--- src/logic/gls_pkg.sv ---
`default_nettype none
package gls_pkg;
  // Timing
  localparam int CLK_PERIOD_NS = 5;
  localparam int TICK_PERIOD_NS = 1000000;
  localparam int TICK_CYCLES = (TICK_PERIOD_NS + CLK_PERIOD_NS - 1) / CLK_PERIOD_NS;
  localparam int BLINK_PHASE_MS = 80;
  localparam int BLINK_TICKS = BLINK_PHASE_MS * TICK_PERIOD_NS / 1000000;
  localparam int BLINK_CNT_W = 7;
  localparam int TICK_CNT_W = 32;

  // Pins and bus
  localparam int NPINS = 3;
  localparam int ADR_W = 4;
  localparam logic [ADR_W-1:0] ADDR_CFG = 4'h0;
  localparam logic [ADR_W-1:0] ADDR_DATA = 4'h4;
  localparam logic [ADR_W-1:0] ADDR_STAT = 4'h8;

  // Configuration fields, one bit per pin
  localparam int CFG_OUT_LSB = 0;
  localparam int CFG_OD_LSB = 8;
  localparam int CFG_LAMP_LSB = 16;
  // Data fields
  localparam int DATA_OUT_LSB = 0;
  localparam int DATA_IN_LSB = 8;
  // Status bits
  localparam int STAT_LINK = 0;
  localparam int STAT_SPD10 = 1;
  localparam int STAT_FDX = 2;
  localparam int STAT_ANEG = 3;
  localparam int STAT_BLINK = 4;

  localparam logic [31:0] CFG_RST = 32'h0000_0000;
  localparam logic [31:0] DATA_RST = 32'h0000_0000;

  // Pin index of each lamp
  localparam int PIN_SPEED = 0;
  localparam int PIN_LINKACT = 1;
  localparam int PIN_DUPLEX = 2;

  typedef enum logic [1:0] {
    GLS_IDLE,
    GLS_OFF,
    GLS_HOLD
  } gls_blink_t;
endpackage
`default_nettype wire

--- src/logic/gls_blink.sv ---
`timescale 1ns/1ps
`default_nettype none
module gls_blink (
  input wire logic clk,
  input wire logic nrst,
  input wire logic tick,
  input wire logic activity,
  input wire logic link_valid,
  output logic restart,
  output logic lamp_off
);
  gls_pkg::gls_blink_t st_r;
  gls_pkg::gls_blink_t st_nxt;
  logic [gls_pkg::BLINK_CNT_W-1:0] cnt_r;
  logic [gls_pkg::BLINK_CNT_W-1:0] cnt_nxt;
  logic pend_r;
  logic pend_nxt;
  logic last;

  assign last = tick && (cnt_r == gls_pkg::BLINK_CNT_W'(gls_pkg::BLINK_TICKS - 1));

  always_comb begin
    st_nxt = st_r;
    cnt_nxt = cnt_r;
    pend_nxt = (pend_r || activity) && link_valid;
    restart = 1'b0;
    case (st_r)
      gls_pkg::GLS_IDLE: begin
        if (link_valid && (activity || pend_r)) begin // RQ6
          st_nxt = gls_pkg::GLS_OFF;
          cnt_nxt = '0;
          pend_nxt = 1'b0;
          restart = 1'b1;
        end
      end
      gls_pkg::GLS_OFF: begin
        if (last) begin // RQ6
          st_nxt = gls_pkg::GLS_HOLD;
          cnt_nxt = '0;
          restart = 1'b1;
        end else if (tick) begin
          cnt_nxt = cnt_r + 1'b1;
        end
      end
      gls_pkg::GLS_HOLD: begin
        if (last) begin // RQ7
          st_nxt = gls_pkg::GLS_IDLE;
          cnt_nxt = '0;
        end else if (tick) begin
          cnt_nxt = cnt_r + 1'b1;
        end
      end
      default: begin
        st_nxt = gls_pkg::GLS_IDLE;
        cnt_nxt = '0;
      end
    endcase
  end

  always_ff @(posedge clk or negedge nrst) begin
    if (!nrst) begin
      st_r <= gls_pkg::GLS_IDLE;
      cnt_r <= '0;
      pend_r <= 1'b0;
    end else begin
      st_r <= st_nxt;
      cnt_r <= cnt_nxt;
      pend_r <= pend_nxt;
    end
  end

  assign lamp_off = (st_r == gls_pkg::GLS_OFF);

  a_off_full_phase: assert property (@(posedge clk) disable iff (!nrst) // RQ6
    $fell(lamp_off) |-> $past(cnt_r) ==
      gls_pkg::BLINK_CNT_W'(gls_pkg::BLINK_TICKS - 1) && $past(tick))
    else $error("off pulse ended early");
  a_hold_before_off: assert property (@(posedge clk) disable iff (!nrst) // RQ7
    $rose(lamp_off) |-> $past(st_r) == gls_pkg::GLS_IDLE)
    else $error("off pulse started without low hold");
endmodule // gls_blink
`default_nettype wire

--- src/logic/gls_tick.sv ---
`timescale 1ns/1ps
`default_nettype none
module gls_tick #(
  parameter int TICK = gls_pkg::TICK_CYCLES
) (
  input wire logic clk,
  input wire logic nrst,
  input wire logic clr,
  output logic tick
);
  logic [gls_pkg::TICK_CNT_W-1:0] cnt_r;
  logic [gls_pkg::TICK_CNT_W-1:0] cnt_nxt;
  logic tick_r;
  logic tick_nxt;

  always_comb begin
    cnt_nxt = cnt_r + 1'b1;
    tick_nxt = 1'b0;
    if (clr) begin
      cnt_nxt = '0;
    end else if (cnt_r == gls_pkg::TICK_CNT_W'(TICK - 1)) begin
      cnt_nxt = '0;
      tick_nxt = 1'b1;
    end
  end

  always_ff @(posedge clk or negedge nrst) begin
    if (!nrst) begin
      cnt_r <= '0;
      tick_r <= 1'b0;
    end else begin
      cnt_r <= cnt_nxt;
      tick_r <= tick_nxt;
    end
  end

  assign tick = tick_r;
endmodule // gls_tick
`default_nettype wire

--- src/logic/gls_top.sv ---
`timescale 1ns/1ps
`default_nettype none
////////////////////////////////////////////////////////////////////////////////
// Functional notes
// RQ1 - Each of three pins is set to push-pull, open-drain or input by software.
// RQ2 - Pins may carry status lamps instead; lamp pins are always open-drain.
// RQ3 - Speed lamp low at 100Mbs, during auto-negotiation and with no cable.
// RQ4 - Speed lamp high only while the link runs at 10Mbs.
// RQ5 - Link/activity lamp low with valid link and no blink in progress.
// RQ6 - Activity pulses link/activity lamp high for 80 ms.
// RQ7 - After a pulse lamp stays low 80 ms minimum, then may pulse again.
// RQ8 - Duplex lamp low while link runs full duplex.
// RQ9 - A lamp whose low condition fails is released high.
module gls_top #(
  parameter int TICK_CYCLES = gls_pkg::TICK_CYCLES
) (
  input wire logic clk,
  input wire logic nrst,
  input wire logic wb_cyc_i,
  input wire logic wb_stb_i,
  input wire logic wb_we_i,
  input wire logic [gls_pkg::ADR_W-1:0] wb_adr_i,
  input wire logic [3:0] wb_sel_i,
  input wire logic [31:0] wb_dat_i,
  output logic [31:0] wb_dat_o,
  output logic wb_ack_o,
  input wire logic link_valid,
  input wire logic link_speed_10,
  input wire logic link_full_duplex,
  input wire logic autoneg_busy,
  input wire logic tx_activity,
  input wire logic rx_activity,
  input wire logic [gls_pkg::NPINS-1:0] indicator_pins_in,
  output logic [gls_pkg::NPINS-1:0] indicator_pins_out,
  output logic [gls_pkg::NPINS-1:0] indicator_pins_oe_n,
  output logic speed_lamp_n,
  output logic link_activity_lamp_n,
  output logic duplex_lamp_n
);

  //////////////////////////////////////////////////////////////////////////////
  // Byte-lane merge of a write into a register
  function automatic logic [31:0] merge(input logic [31:0] old,
                                        input logic [31:0] wd,
                                        input logic [3:0] sel);
    logic [31:0] res;
    res = old;
    for (int b = 0; b < 4; b++) begin
      if (sel[b]) begin
        res[b*8 +: 8] = wd[b*8 +: 8];
      end
    end
    return res;
  endfunction

  //////////////////////////////////////////////////////////////////////////////
  // Register slave
  logic [31:0] cfg_r;
  logic [31:0] cfg_nxt;
  logic [31:0] data_r;
  logic [31:0] data_nxt;
  logic [31:0] rdat_r;
  logic [31:0] rdat_nxt;
  logic ack_r;
  logic ack_nxt;
  logic [gls_pkg::NPINS-1:0] pin_in_r;
  logic [gls_pkg::NPINS-1:0] pin_in_nxt;
  logic [31:0] stat_word;
  logic blink_off;
  logic wr_now;

  assign wr_now = wb_cyc_i && wb_stb_i && wb_we_i && ack_r;

  always_comb begin
    stat_word = 32'h0000_0000;
    stat_word[gls_pkg::STAT_LINK] = link_valid;
    stat_word[gls_pkg::STAT_SPD10] = link_speed_10;
    stat_word[gls_pkg::STAT_FDX] = link_full_duplex;
    stat_word[gls_pkg::STAT_ANEG] = autoneg_busy;
    stat_word[gls_pkg::STAT_BLINK] = blink_off;
  end

  always_comb begin
    cfg_nxt = cfg_r;
    data_nxt = data_r;
    ack_nxt = wb_cyc_i && wb_stb_i && !ack_r;
    rdat_nxt = rdat_r;
    pin_in_nxt = indicator_pins_in;
    if (wb_cyc_i && wb_stb_i && !ack_r) begin
      case (wb_adr_i)
        gls_pkg::ADDR_CFG: rdat_nxt = cfg_r;
        gls_pkg::ADDR_DATA: begin
          rdat_nxt = data_r;
          rdat_nxt[gls_pkg::DATA_IN_LSB +: gls_pkg::NPINS] = pin_in_r;
        end
        gls_pkg::ADDR_STAT: rdat_nxt = stat_word;
        default: rdat_nxt = 32'h0000_0000;
      endcase
    end
    if (wr_now) begin
      case (wb_adr_i)
        gls_pkg::ADDR_CFG: cfg_nxt = merge(cfg_r, wb_dat_i, wb_sel_i); // RQ1
        gls_pkg::ADDR_DATA: data_nxt = merge(data_r, wb_dat_i, wb_sel_i);
        default: ;
      endcase
    end
  end

  always_ff @(posedge clk or negedge nrst) begin
    if (!nrst) begin
      cfg_r <= gls_pkg::CFG_RST;
      data_r <= gls_pkg::DATA_RST;
      rdat_r <= 32'h0000_0000;
      ack_r <= 1'b0;
      pin_in_r <= '0;
    end else begin
      cfg_r <= cfg_nxt;
      data_r <= data_nxt;
      rdat_r <= rdat_nxt;
      ack_r <= ack_nxt;
      pin_in_r <= pin_in_nxt;
    end
  end

  assign wb_ack_o = ack_r;
  assign wb_dat_o = rdat_r;

  //////////////////////////////////////////////////////////////////////////////
  // Activity blink timing
  logic tick;
  logic restart;

  gls_tick #(
    .TICK(TICK_CYCLES)
  ) u_tick (
    .clk(clk),
    .nrst(nrst),
    .clr(restart),
    .tick(tick)
  );

  gls_blink u_blink (
    .clk(clk),
    .nrst(nrst),
    .tick(tick),
    .activity(tx_activity || rx_activity),
    .link_valid(link_valid),
    .restart(restart),
    .lamp_off(blink_off)
  );

  //////////////////////////////////////////////////////////////////////////////
  // Lamp levels
  logic [gls_pkg::NPINS-1:0] lamp_n_nxt;
  logic [gls_pkg::NPINS-1:0] lamp_n_r;

  always_comb begin
    // High only at 10Mbs with link up and negotiation done
    lamp_n_nxt[gls_pkg::PIN_SPEED] =
      link_valid && link_speed_10 && !autoneg_busy; // RQ3 RQ4
    // Off without link or during an off pulse
    lamp_n_nxt[gls_pkg::PIN_LINKACT] = !link_valid || blink_off; // RQ5 RQ9
    lamp_n_nxt[gls_pkg::PIN_DUPLEX] = !(link_valid && link_full_duplex); // RQ8 RQ9
  end

  always_ff @(posedge clk or negedge nrst) begin
    if (!nrst) begin
      lamp_n_r <= '1;
    end else begin
      lamp_n_r <= lamp_n_nxt;
    end
  end

  assign speed_lamp_n = lamp_n_r[gls_pkg::PIN_SPEED];
  assign link_activity_lamp_n = lamp_n_r[gls_pkg::PIN_LINKACT];
  assign duplex_lamp_n = lamp_n_r[gls_pkg::PIN_DUPLEX];

  //////////////////////////////////////////////////////////////////////////////
  // Pin drivers
  logic [gls_pkg::NPINS-1:0] pout_nxt;
  logic [gls_pkg::NPINS-1:0] poe_n_nxt;
  logic [gls_pkg::NPINS-1:0] pout_r;
  logic [gls_pkg::NPINS-1:0] poe_n_r;

  for (genvar i = 0; i < gls_pkg::NPINS; i++) begin : g_pin
    logic lamp_sel;
    logic is_out;
    logic is_od;
    logic val;
    assign lamp_sel = cfg_r[gls_pkg::CFG_LAMP_LSB + i];
    assign is_out = cfg_r[gls_pkg::CFG_OUT_LSB + i];
    assign is_od = cfg_r[gls_pkg::CFG_OD_LSB + i];
    assign val = data_r[gls_pkg::DATA_OUT_LSB + i];
    always_comb begin
      if (lamp_sel) begin
        // Lamp pins only ever pull low
        pout_nxt[i] = 1'b0; // RQ2
        poe_n_nxt[i] = lamp_n_nxt[i]; // RQ2
      end else if (!is_out) begin
        pout_nxt[i] = 1'b0;
        poe_n_nxt[i] = 1'b1; // RQ1
      end else if (is_od) begin
        pout_nxt[i] = 1'b0;
        poe_n_nxt[i] = val; // RQ1
      end else begin
        pout_nxt[i] = val;
        poe_n_nxt[i] = 1'b0; // RQ1
      end
    end
  end

  always_ff @(posedge clk or negedge nrst) begin
    if (!nrst) begin
      pout_r <= '0;
      poe_n_r <= '1;
    end else begin
      pout_r <= pout_nxt;
      poe_n_r <= poe_n_nxt;
    end
  end

  assign indicator_pins_out = pout_r;
  assign indicator_pins_oe_n = poe_n_r;

  //////////////////////////////////////////////////////////////////////////////
  // Run length of the current blink level, for the checks below
  logic [31:0] run_cnt_r;
  logic [31:0] run_cnt_nxt;
  logic blink_d_r;
  logic blink_d_nxt;

  always_comb begin
    blink_d_nxt = blink_off;
    run_cnt_nxt = run_cnt_r;
    if (blink_off != blink_d_r) begin
      run_cnt_nxt = 32'h0000_0001;
    end else if (run_cnt_r != 32'hffff_ffff) begin
      run_cnt_nxt = run_cnt_r + 32'h0000_0001;
    end
  end

  // Starts saturated so the first pulse after reset needs no gap
  always_ff @(posedge clk or negedge nrst) begin
    if (!nrst) begin
      run_cnt_r <= 32'hffff_ffff;
      blink_d_r <= 1'b0;
    end else begin
      run_cnt_r <= run_cnt_nxt;
      blink_d_r <= blink_d_nxt;
    end
  end

  //////////////////////////////////////////////////////////////////////////////
  // Checks
  a_speed_low_cases: assert property (@(posedge clk) disable iff (!nrst) // RQ3
    (!link_valid || !link_speed_10 || autoneg_busy) |=> !speed_lamp_n)
    else $error("speed lamp not low");
  // Reset leaves every lamp released for one cycle
  a_speed_high_10m: assert property (@(posedge clk) disable iff (!nrst) // RQ4
    speed_lamp_n |->
      $past(link_valid && link_speed_10 && !autoneg_busy) || $past(!nrst))
    else $error("speed lamp high outside 10Mbs");
  a_link_lamp_on: assert property (@(posedge clk) disable iff (!nrst) // RQ5
    (link_valid && !blink_off) |=> !link_activity_lamp_n)
    else $error("link lamp not on");
  a_blink_lamp_off: assert property (@(posedge clk) disable iff (!nrst) // RQ6
    $rose(blink_off) |=> link_activity_lamp_n)
    else $error("activity did not turn lamp off");
  a_blink_low_gap: assert property (@(posedge clk) disable iff (!nrst) // RQ7
    $fell(blink_off) |-> !blink_off [*8])
    else $error("low gap after pulse too short");
  a_duplex_lamp: assert property (@(posedge clk) disable iff (!nrst) // RQ8
    (link_valid && link_full_duplex) |=> !duplex_lamp_n)
    else $error("duplex lamp not on");
  a_lamp_release: assert property (@(posedge clk) disable iff (!nrst) // RQ9
    !link_valid |=> link_activity_lamp_n && duplex_lamp_n)
    else $error("lamp not released without link");
  a_lamp_od_only: assert property (@(posedge clk) disable iff (!nrst) // RQ2
    $past(cfg_r[gls_pkg::CFG_LAMP_LSB]) |->
      !indicator_pins_out[gls_pkg::PIN_SPEED] &&
      indicator_pins_oe_n[gls_pkg::PIN_SPEED] == speed_lamp_n)
    else $error("lamp pin not open-drain");
  a_pin_input_mode: assert property (@(posedge clk) disable iff (!nrst) // RQ1
    $past(cfg_r[gls_pkg::CFG_LAMP_LSB +: gls_pkg::NPINS] == '0 &&
          cfg_r[gls_pkg::CFG_OUT_LSB +: gls_pkg::NPINS] == '0) |->
      indicator_pins_oe_n == '1)
    else $error("input pin is driven");
  a_pin_push_pull: assert property (@(posedge clk) disable iff (!nrst) // RQ1
    $past(cfg_r[gls_pkg::CFG_LAMP_LSB +: gls_pkg::NPINS] == '0 &&
          cfg_r[gls_pkg::CFG_OUT_LSB +: gls_pkg::NPINS] == '1 &&
          cfg_r[gls_pkg::CFG_OD_LSB +: gls_pkg::NPINS] == '0) |->
      indicator_pins_oe_n == '0 &&
      indicator_pins_out ==
        $past(data_r[gls_pkg::DATA_OUT_LSB +: gls_pkg::NPINS]))
    else $error("push-pull pin not driven");
  a_off_phase_len: assert property (@(posedge clk) disable iff (!nrst) // RQ6
    $fell(blink_off) |->
      run_cnt_r >= 32'(gls_pkg::BLINK_TICKS * TICK_CYCLES) &&
      run_cnt_r <= 32'(gls_pkg::BLINK_TICKS * TICK_CYCLES + 1))
    else $error("off pulse length wrong");
  a_hold_phase_len: assert property (@(posedge clk) disable iff (!nrst) // RQ7
    $rose(blink_off) |->
      run_cnt_r >= 32'(gls_pkg::BLINK_TICKS * TICK_CYCLES))
    else $error("low gap before pulse too short");
  a_duplex_half: assert property (@(posedge clk) disable iff (!nrst) // RQ9
    (link_valid && !link_full_duplex) |=> duplex_lamp_n)
    else $error("duplex lamp on in half duplex");
  a_ack_one_cycle: assert property (@(posedge clk) disable iff (!nrst)
    wb_ack_o |=> !wb_ack_o)
    else $error("ack longer than one cycle");
endmodule // gls_top
`default_nettype wire

--- config.mk ---
export PLATFORM = sky130hd
export DESIGN_NAME = gls_top
export DESIGN_NICKNAME = d
export VERILOG_FILES = /design/src/logic/gls_pkg.sv /design/src/logic/gls_blink.sv /design/src/logic/gls_tick.sv /design/src/logic/gls_top.sv
export SDC_FILE = /design/constraint.sdc
export NUM_CORES = 1
export LEC_CHECK = 0
export BUFFER_PORTS_ARGS = -buffer_cell sky130_fd_sc_hd__buf_2
export CORE_MARGIN = 4
export CORE_UTILIZATION = 49
export CTS_BUF_LIST = sky130_fd_sc_hd__clkbuf_2
export DETAILED_ROUTE_END_ITERATION = 16
export GPL_ROUTABILITY_DRIVEN = 0
export PLACE_DENSITY = 0.7
export SLEW_MARGIN = 10
export SYNTH_ARGS = -nofsm -noshare
export SYNTH_HDL_FRONTEND = slang
export SYNTH_SLANG_ARGS = --single-unit
--- constraint.sdc ---
create_clock -name clk -period 4.36 [get_ports clk]
set_clock_uncertainty 0.2 [all_clocks]
set_input_delay 0.654 -clock clk [delete_from_list [all_inputs] [get_ports clk]]
set_output_delay 0.654 -clock clk [all_outputs]
set_load 0.005 [all_outputs]
# Yosys cells after proc, flatten, opt, wreduce, memory -nomap -nowiden
# Index checks and enable logic that the tools add are counted.
op_classes:
  n_addsub: 2
  n_eq_ne: 10
  reduce_logical: 29
  muxes: 35
ops:
  columns: ["op", "n"]
  rows:
  - ["case mux 32 bit (3 select lines)", 1]
  - ["2-to-1 mux 32 bit", 2]
  - ["adder 32 x 1 -> 32 bit, second input constant", 1]
  - ["equality test 32 x 18 -> 1 bit, second input constant", 1]
  - ["AND reduction 3 bit", 9]
  - ["2-to-1 mux 1 bit", 23]
  - ["2-to-1 mux 7 bit", 3]
  - ["case mux 7 bit (2 select lines)", 1]
  - ["logical AND 1 bit", 9]
  - ["adder 7 x 1 -> 7 bit, second input constant", 1]
  - ["equality test 7 bit, second input constant", 1]
  - ["2-to-1 mux 2 bit", 3]
  - ["!= test 2 x 1 -> 1 bit, second input constant", 3]
  - ["case mux 2 bit (3 select lines)", 1]
  - ["equality test 4 x 3 -> 1 bit, second input constant", 1]
  - ["equality test 4 bit, second input constant", 1]
  - ["logical NOT 1 bit", 4]
  - ["logical NOT 4 bit", 1]
  - ["logical OR 1 bit", 3]
  - ["!= test 3 x 1 -> 1 bit, second input constant", 1]
  - ["equality test 2 x 1 -> 1 bit, second input constant", 1]
  - ["equality test 2 bit, second input constant", 1]
  - ["logical NOT 2 bit", 1]
  - ["case mux 1 bit (2 select lines)", 1]
  - ["other kinds (2)", 2]
word_totals:
  elab_cells: 95
  ff_bits: 152
  inputBits: 54
  output_inout_bits: 42

# Depth between registers and ports, before layout
logic_depth:
  word_depth: 6
  depth_mapped: 7
  depth_no_buf: 6

# Cells and area by module
# A second synthesis with hierarchy kept.
hier_totals:
  cells_unflattened: 569
  area_unflattened_um2: 6696.4
modules_own_cells:
  columns: ["mod", "instances", "seq_area_each_um2", "area_per_inst_um2", "cells_per_inst"]
  rows:
  - ["gls_top", 1, 2660.1, 4317.9, 314]
  - ["gls_tick", 1, 825.8, 1793.0, 194]
  - ["gls_blink", 1, 250.2, 585.6, 61]

# Least setup slack after synthesis
# OpenSTA, ideal clock, no wires.
synth_timing:
  kind: "input to register"
  start: "input port wb_adr_i[3] in the netlist's numbering"
  end: "register cfg_r[10]"
  path_buffers: 1
  setup_ns: 0.128
  required_ns: 4.032
  path_slack_ns: 1.906
  t_arrival_ns: 2.126
  cell_stages: 5
  path_cell_list: "clkbuf_1 -> or4_1 -> nor2_1 -> nand2_1 -> mux2_1"
synth_between:
  elab_chain_cells: 2
synth_lines:
  columns: ["item", "line_no", "text"]
  rows:
  - ["start: declaration", "gls_top.sv:22", "input wire logic [gls_pkg::ADR_W-1:0] wb_adr_i,"]
  - ["logical NOT 4 bit", "gls_top.sv:101", "case (wb_adr_i)"]
  - ["AND reduction 3 bit (no line)", null, null]
  - ["end signal: assignment", "gls_top.sv:111", "cfg_r <= gls_pkg::CFG_RST;"]
  - ["end signal: assignment", "gls_top.sv:117", "cfg_r <= cfg_nxt;"]
  - ["end: declaration", "gls_top.sv:58", "logic [31:0] cfg_r;"]
# No other way between the ends.
# A chain may end at the register's enable or synchronous reset.

# Final worst setup path
layout_timing:
  start: "register u_tick.cnt_r[24] in the netlist's numbering"
  end: "register u_tick.cnt_r[8] in the netlist's numbering"
layout_between:
  elab_chain_cells: 3
layout_lines:
  columns: ["item", "line_no", "text"]
  rows:
  - ["start: declaration", "gls_tick.sv:11", "logic [gls_pkg::TICK_CNT_W-1:0] cnt_r;"]
  - ["start signal: assignment", "gls_tick.sv:32", "cnt_r <= cnt_nxt;"]
  - ["equality test 32 x 18 -> 1 bit", "gls_tick.sv:21", "end else if (cnt_r == gls_pkg::TICK_CNT_W'(TICK - 1)) begin"]
  - ["2-to-1 mux 32 bit", "gls_tick.sv:21", null]
  - ["2-to-1 mux 32 bit", "gls_tick.sv:19", "if (clr) begin"]
  - ["net u_tick.cnt_nxt, one bit", "gls_tick.sv:12", "logic [gls_pkg::TICK_CNT_W-1:0] cnt_nxt;"]
# The timed path passes the listed nets, and every way through them passes these cells.

==> flow_results.org <==
** Timing
- For this run, the top clock speed supported by timing is 384 MHz.
- Final setup violation count :: 0
- The total count of hold-check failures in the final report is 0.
- RSZ-0062 raised after global routing :: no
- Transition time of the tightest slew-check pin :: 1050 ps
- Share of the cycle needed by the critical path after routing :: 0.598
- Slew HR :: 0.297
- The worst path needs 2610 ps of the cycle, external delays included.
- The final count of pins violating max slew was 0.
- In the final timing run, aggregate negative setup slack is 0 ps.

** Floorplanning
- Die extent in y :: 125 um
- Placeable Area :: 13200 um^2
- Die W :: 125 um
- Count of standard-cell rows :: 42
- The die covers 15500 um^2.
- For this design the top-level I/O count stands at 96.
- Initial cell density of the core :: 0.502

** Route
- Routed length per placed instance :: 17.3 um
- Iteration count of the initial detailed-routing pass :: 5
- Iteration-0 DRC Markers :: 387
- Vias per cell :: 5.74
- For this block, the via count after detailed routing is 5175.
- Wires add up to 15600 um.
- Once detail routing completed, the nets flagged for antenna violations numbered 0.
- DRC violations left :: 0

** Worst setup path
- STA classifies the critical path startpoint as a flip-flop.
- Crit-path max FO :: 15
- Counting cells, the worst reg-to-reg path comes to 5.
- Data arrives at the worst endpoint at 2980 ps.
- STA classifies the critical path endpoint as a flip-flop.
- Critical Path RT :: 4740 ps
- Type of the worst setup path :: flip-flop to flip-flop

** Finish
- Commonest cells after routing, fill and taps aside :: dfrtp_1, buf_2, nand2_1
- From synthesis to final layout, the design area changed by 20.1%.
- Leaving out filler cells and counting taps, the final layout contains 902.
- Commonest non-fill, non-tap cell in the layout :: dfrtp_1
- At the end of the flow, the number of nets in the layout was 772.
- In the final layout, the share of cells above drive strength 1 is 0.214.

** Global routing
- For met1 alone, demand over resource in global routing was 0.271.
- Entering global routing, the biggest net connects 123 pins.
- Initial antenna violation count :: 1
- In the global route stage, overall resource usage came out at 0.207.
- Summed over all layers, the global routing overflow is 0.
- Met2 usage :: 0.335
- GR peak layer :: met2
- The first global-routing pass estimated 26200 um of wire.
- Via count of the first global-routing pass :: 5195
- Global-route met3 utilization :: 0.0622

** Power and ir drop
- P_leak :: 3.69 nW
- Peak ir drop on the vdd network :: 0.194 mV
- Power per cell area :: 329 nW/um^2

** Logic synthesis
- Cell type with the largest total area after synthesis :: dfrtp_1
- The cell area that synthesis handed to floorplanning was 6650 um^2.
- After synthesis, the cell types taking the most area are dfrtp_1, mux2_1, a22oi_1.
- In the synthesized netlist, the number of instances is 579.
- Of the post-synthesis cell area, the dominant cell type holds 0.538.
- Number of synthesized register bits :: 149
- The share of the Yosys chip area taken by registers is 0.562.
- Mean post-synth cell area :: 11.5 um^2
- Of all flip-flops after synthesis, the portion carrying an async set or reset was 1.00.
- Counting every net in the synthesized netlist gives 638.
- For this run, the number of Yosys warnings is 0.
- Counting flops with a built-in enable in the synthesized netlist gives 0.
- Among all flip-flop cells after synthesis, the most frequent one is dfrtp_1.
- Number of distinct library cells after synthesis :: 55

** CTS
- Max Root-Sink Buffers :: 2
- For this design, the CTS-stage hold fixing added 41 buffers.
- The clock net in this run drives a total of 149 sinks.
- In this run the number of H-tree levels came out at 4.
- After clock tree synthesis, the repair step resized 0 gates.
- CTS root buffer :: clkbuf_2
- Setup Fix Bufs, Post-CTS :: 0
- The clock reaches the later pin of the worst-skew pair after 710 ps.
- TritonCTS created 17 clock buffers.
- Clock tree from TritonCTS :: yes
- Clock transition time at the flip-flop clock pins of the worst setup and hold paths :: 190 ps

** Placement
- Count of input and output buffers :: 95
- Final HPWL from detailed placement :: 10700 um
- Cell Count Post-Placement :: 829

** Outcome
- The run finished with clean final reports.

** Min path
- Number of cells on the worst hold path :: 3
- In this run the worst hold path is classified as input port to flip-flop.

** Flow run
- Across the run, the number of max-cap violations was 0.
## power breakdown
part | internal (mW) | switching [mW] | leakage [nW]
Clock | 0.377 | 0.483 | 0.164
Combinational | 0.120 | 0.177 | 1.48
Sequential | 1.43 | 0.0399 | 2.04
## routing by layer
| layer | wire, um | share of wire | up-vias |
|---|---|---|---|
| met5 | 0 | 0 | - |
| met4 | 184 | 0.012 | 0 |
| met3 | 861 | 0.055 | 17 |
| met2 | 7580 | 0.49 | 151 |
| met1 | 6950 | 0.45 | 2559 |
| li1 | - | - | 2448 |
## flip-flops by register name, summed over array words and instances, names as in the netlist
signal / count
u_tick.tick: 1
u_blink.cnt_r: 7
lamp_n_r: 3
u_tick.cnt_r: 32
u_blink.st_r: 2
data_r: 29
cfg_r: 32
indicator_pins_oe_n: 3
wb_ack_o: 1
indicator_pins_out: 3
wb_dat_o: 32
u_blink.pend_r: 1
pin_in_r: 3
## logic make-up after synthesis
kind of cell,share of synthesized area
XOR/XNOR,0.0119
AND/OR/NAND/NOR,0.145
AO/OA/AOI/OAI,0.137
adder cells (fa/ha/maj),0.00941
flip-flops,0.562
buffers and inverters,0.0218
multiplexers,0.113
## worst max-delay path: stages, from the launching register on
cell	delay, ps
dfrtp_1	490
nor4_1	320
nand4_1	310
nor3_2	720
buf_4	370
nor3_1	90
## cells in the mapped netlist (all sizes together) (4+ instances only)
master	n
dfrtp	143
mux2	67
nand2	63
o21ai	45
a22oi	32
clkbuf	24
a211oi	16
o31ai	16
or4	16
nand4	15
nor3	15
nand3	13
inv	12
nor2	11
a21oi	9
nor4	9
or3	8
and4	7
dfstp	6
ha	5
xor2	5
and2	4
xnor2	4
## metrics by stage
stage          hold WS [ps]  cell area [um^2]  setup WS, ps   util  power (mW)
2_1_floorplan           158              6650          1910      -        1.65
3_3_place_gp            256              7310          1700  0.552        1.75
3_5_place_dp            268              7310          1600  0.552        1.76
4_1_cts                35.8              7990          1720  0.603        2.65
5_1_grt                37.9              7990          1530  0.603        2.76
6_report                110              7990          1750  0.603        2.63
## layout make-up
cell class | count | area [um^2]
clock inverters | 13 | 181
well taps | 176 | 220
inverters | 12 | 45.0
repair buffers | 141 | 930
clock buffers | 18 | 90.1
fillers | 1084 | 5250
flip-flops and latches | 149 | 3740
multi-input cells | 392 | 2790
diodes | 1 | 2.50
## worst paths after layout
kind | start | endpoint | slack (ps)
worst max-delay path | u_tick.cnt_r[24] | u_tick.cnt_r[8] | 1750
worst min-delay path | tx_activity | u_blink.pend_r | 110
worst max register to register | u_tick.cnt_r[24] | u_tick.cnt_r[8] | 1750
worst min register to register | cfg_r[0] | indicator_pins_oe_n[0] | 290
max in group asynchronous | nrst | u_tick.cnt_r[10] | 2530
min in group asynchronous | nrst | wb_dat_o[10] | 440
Power figures use the tool's default switching activity.
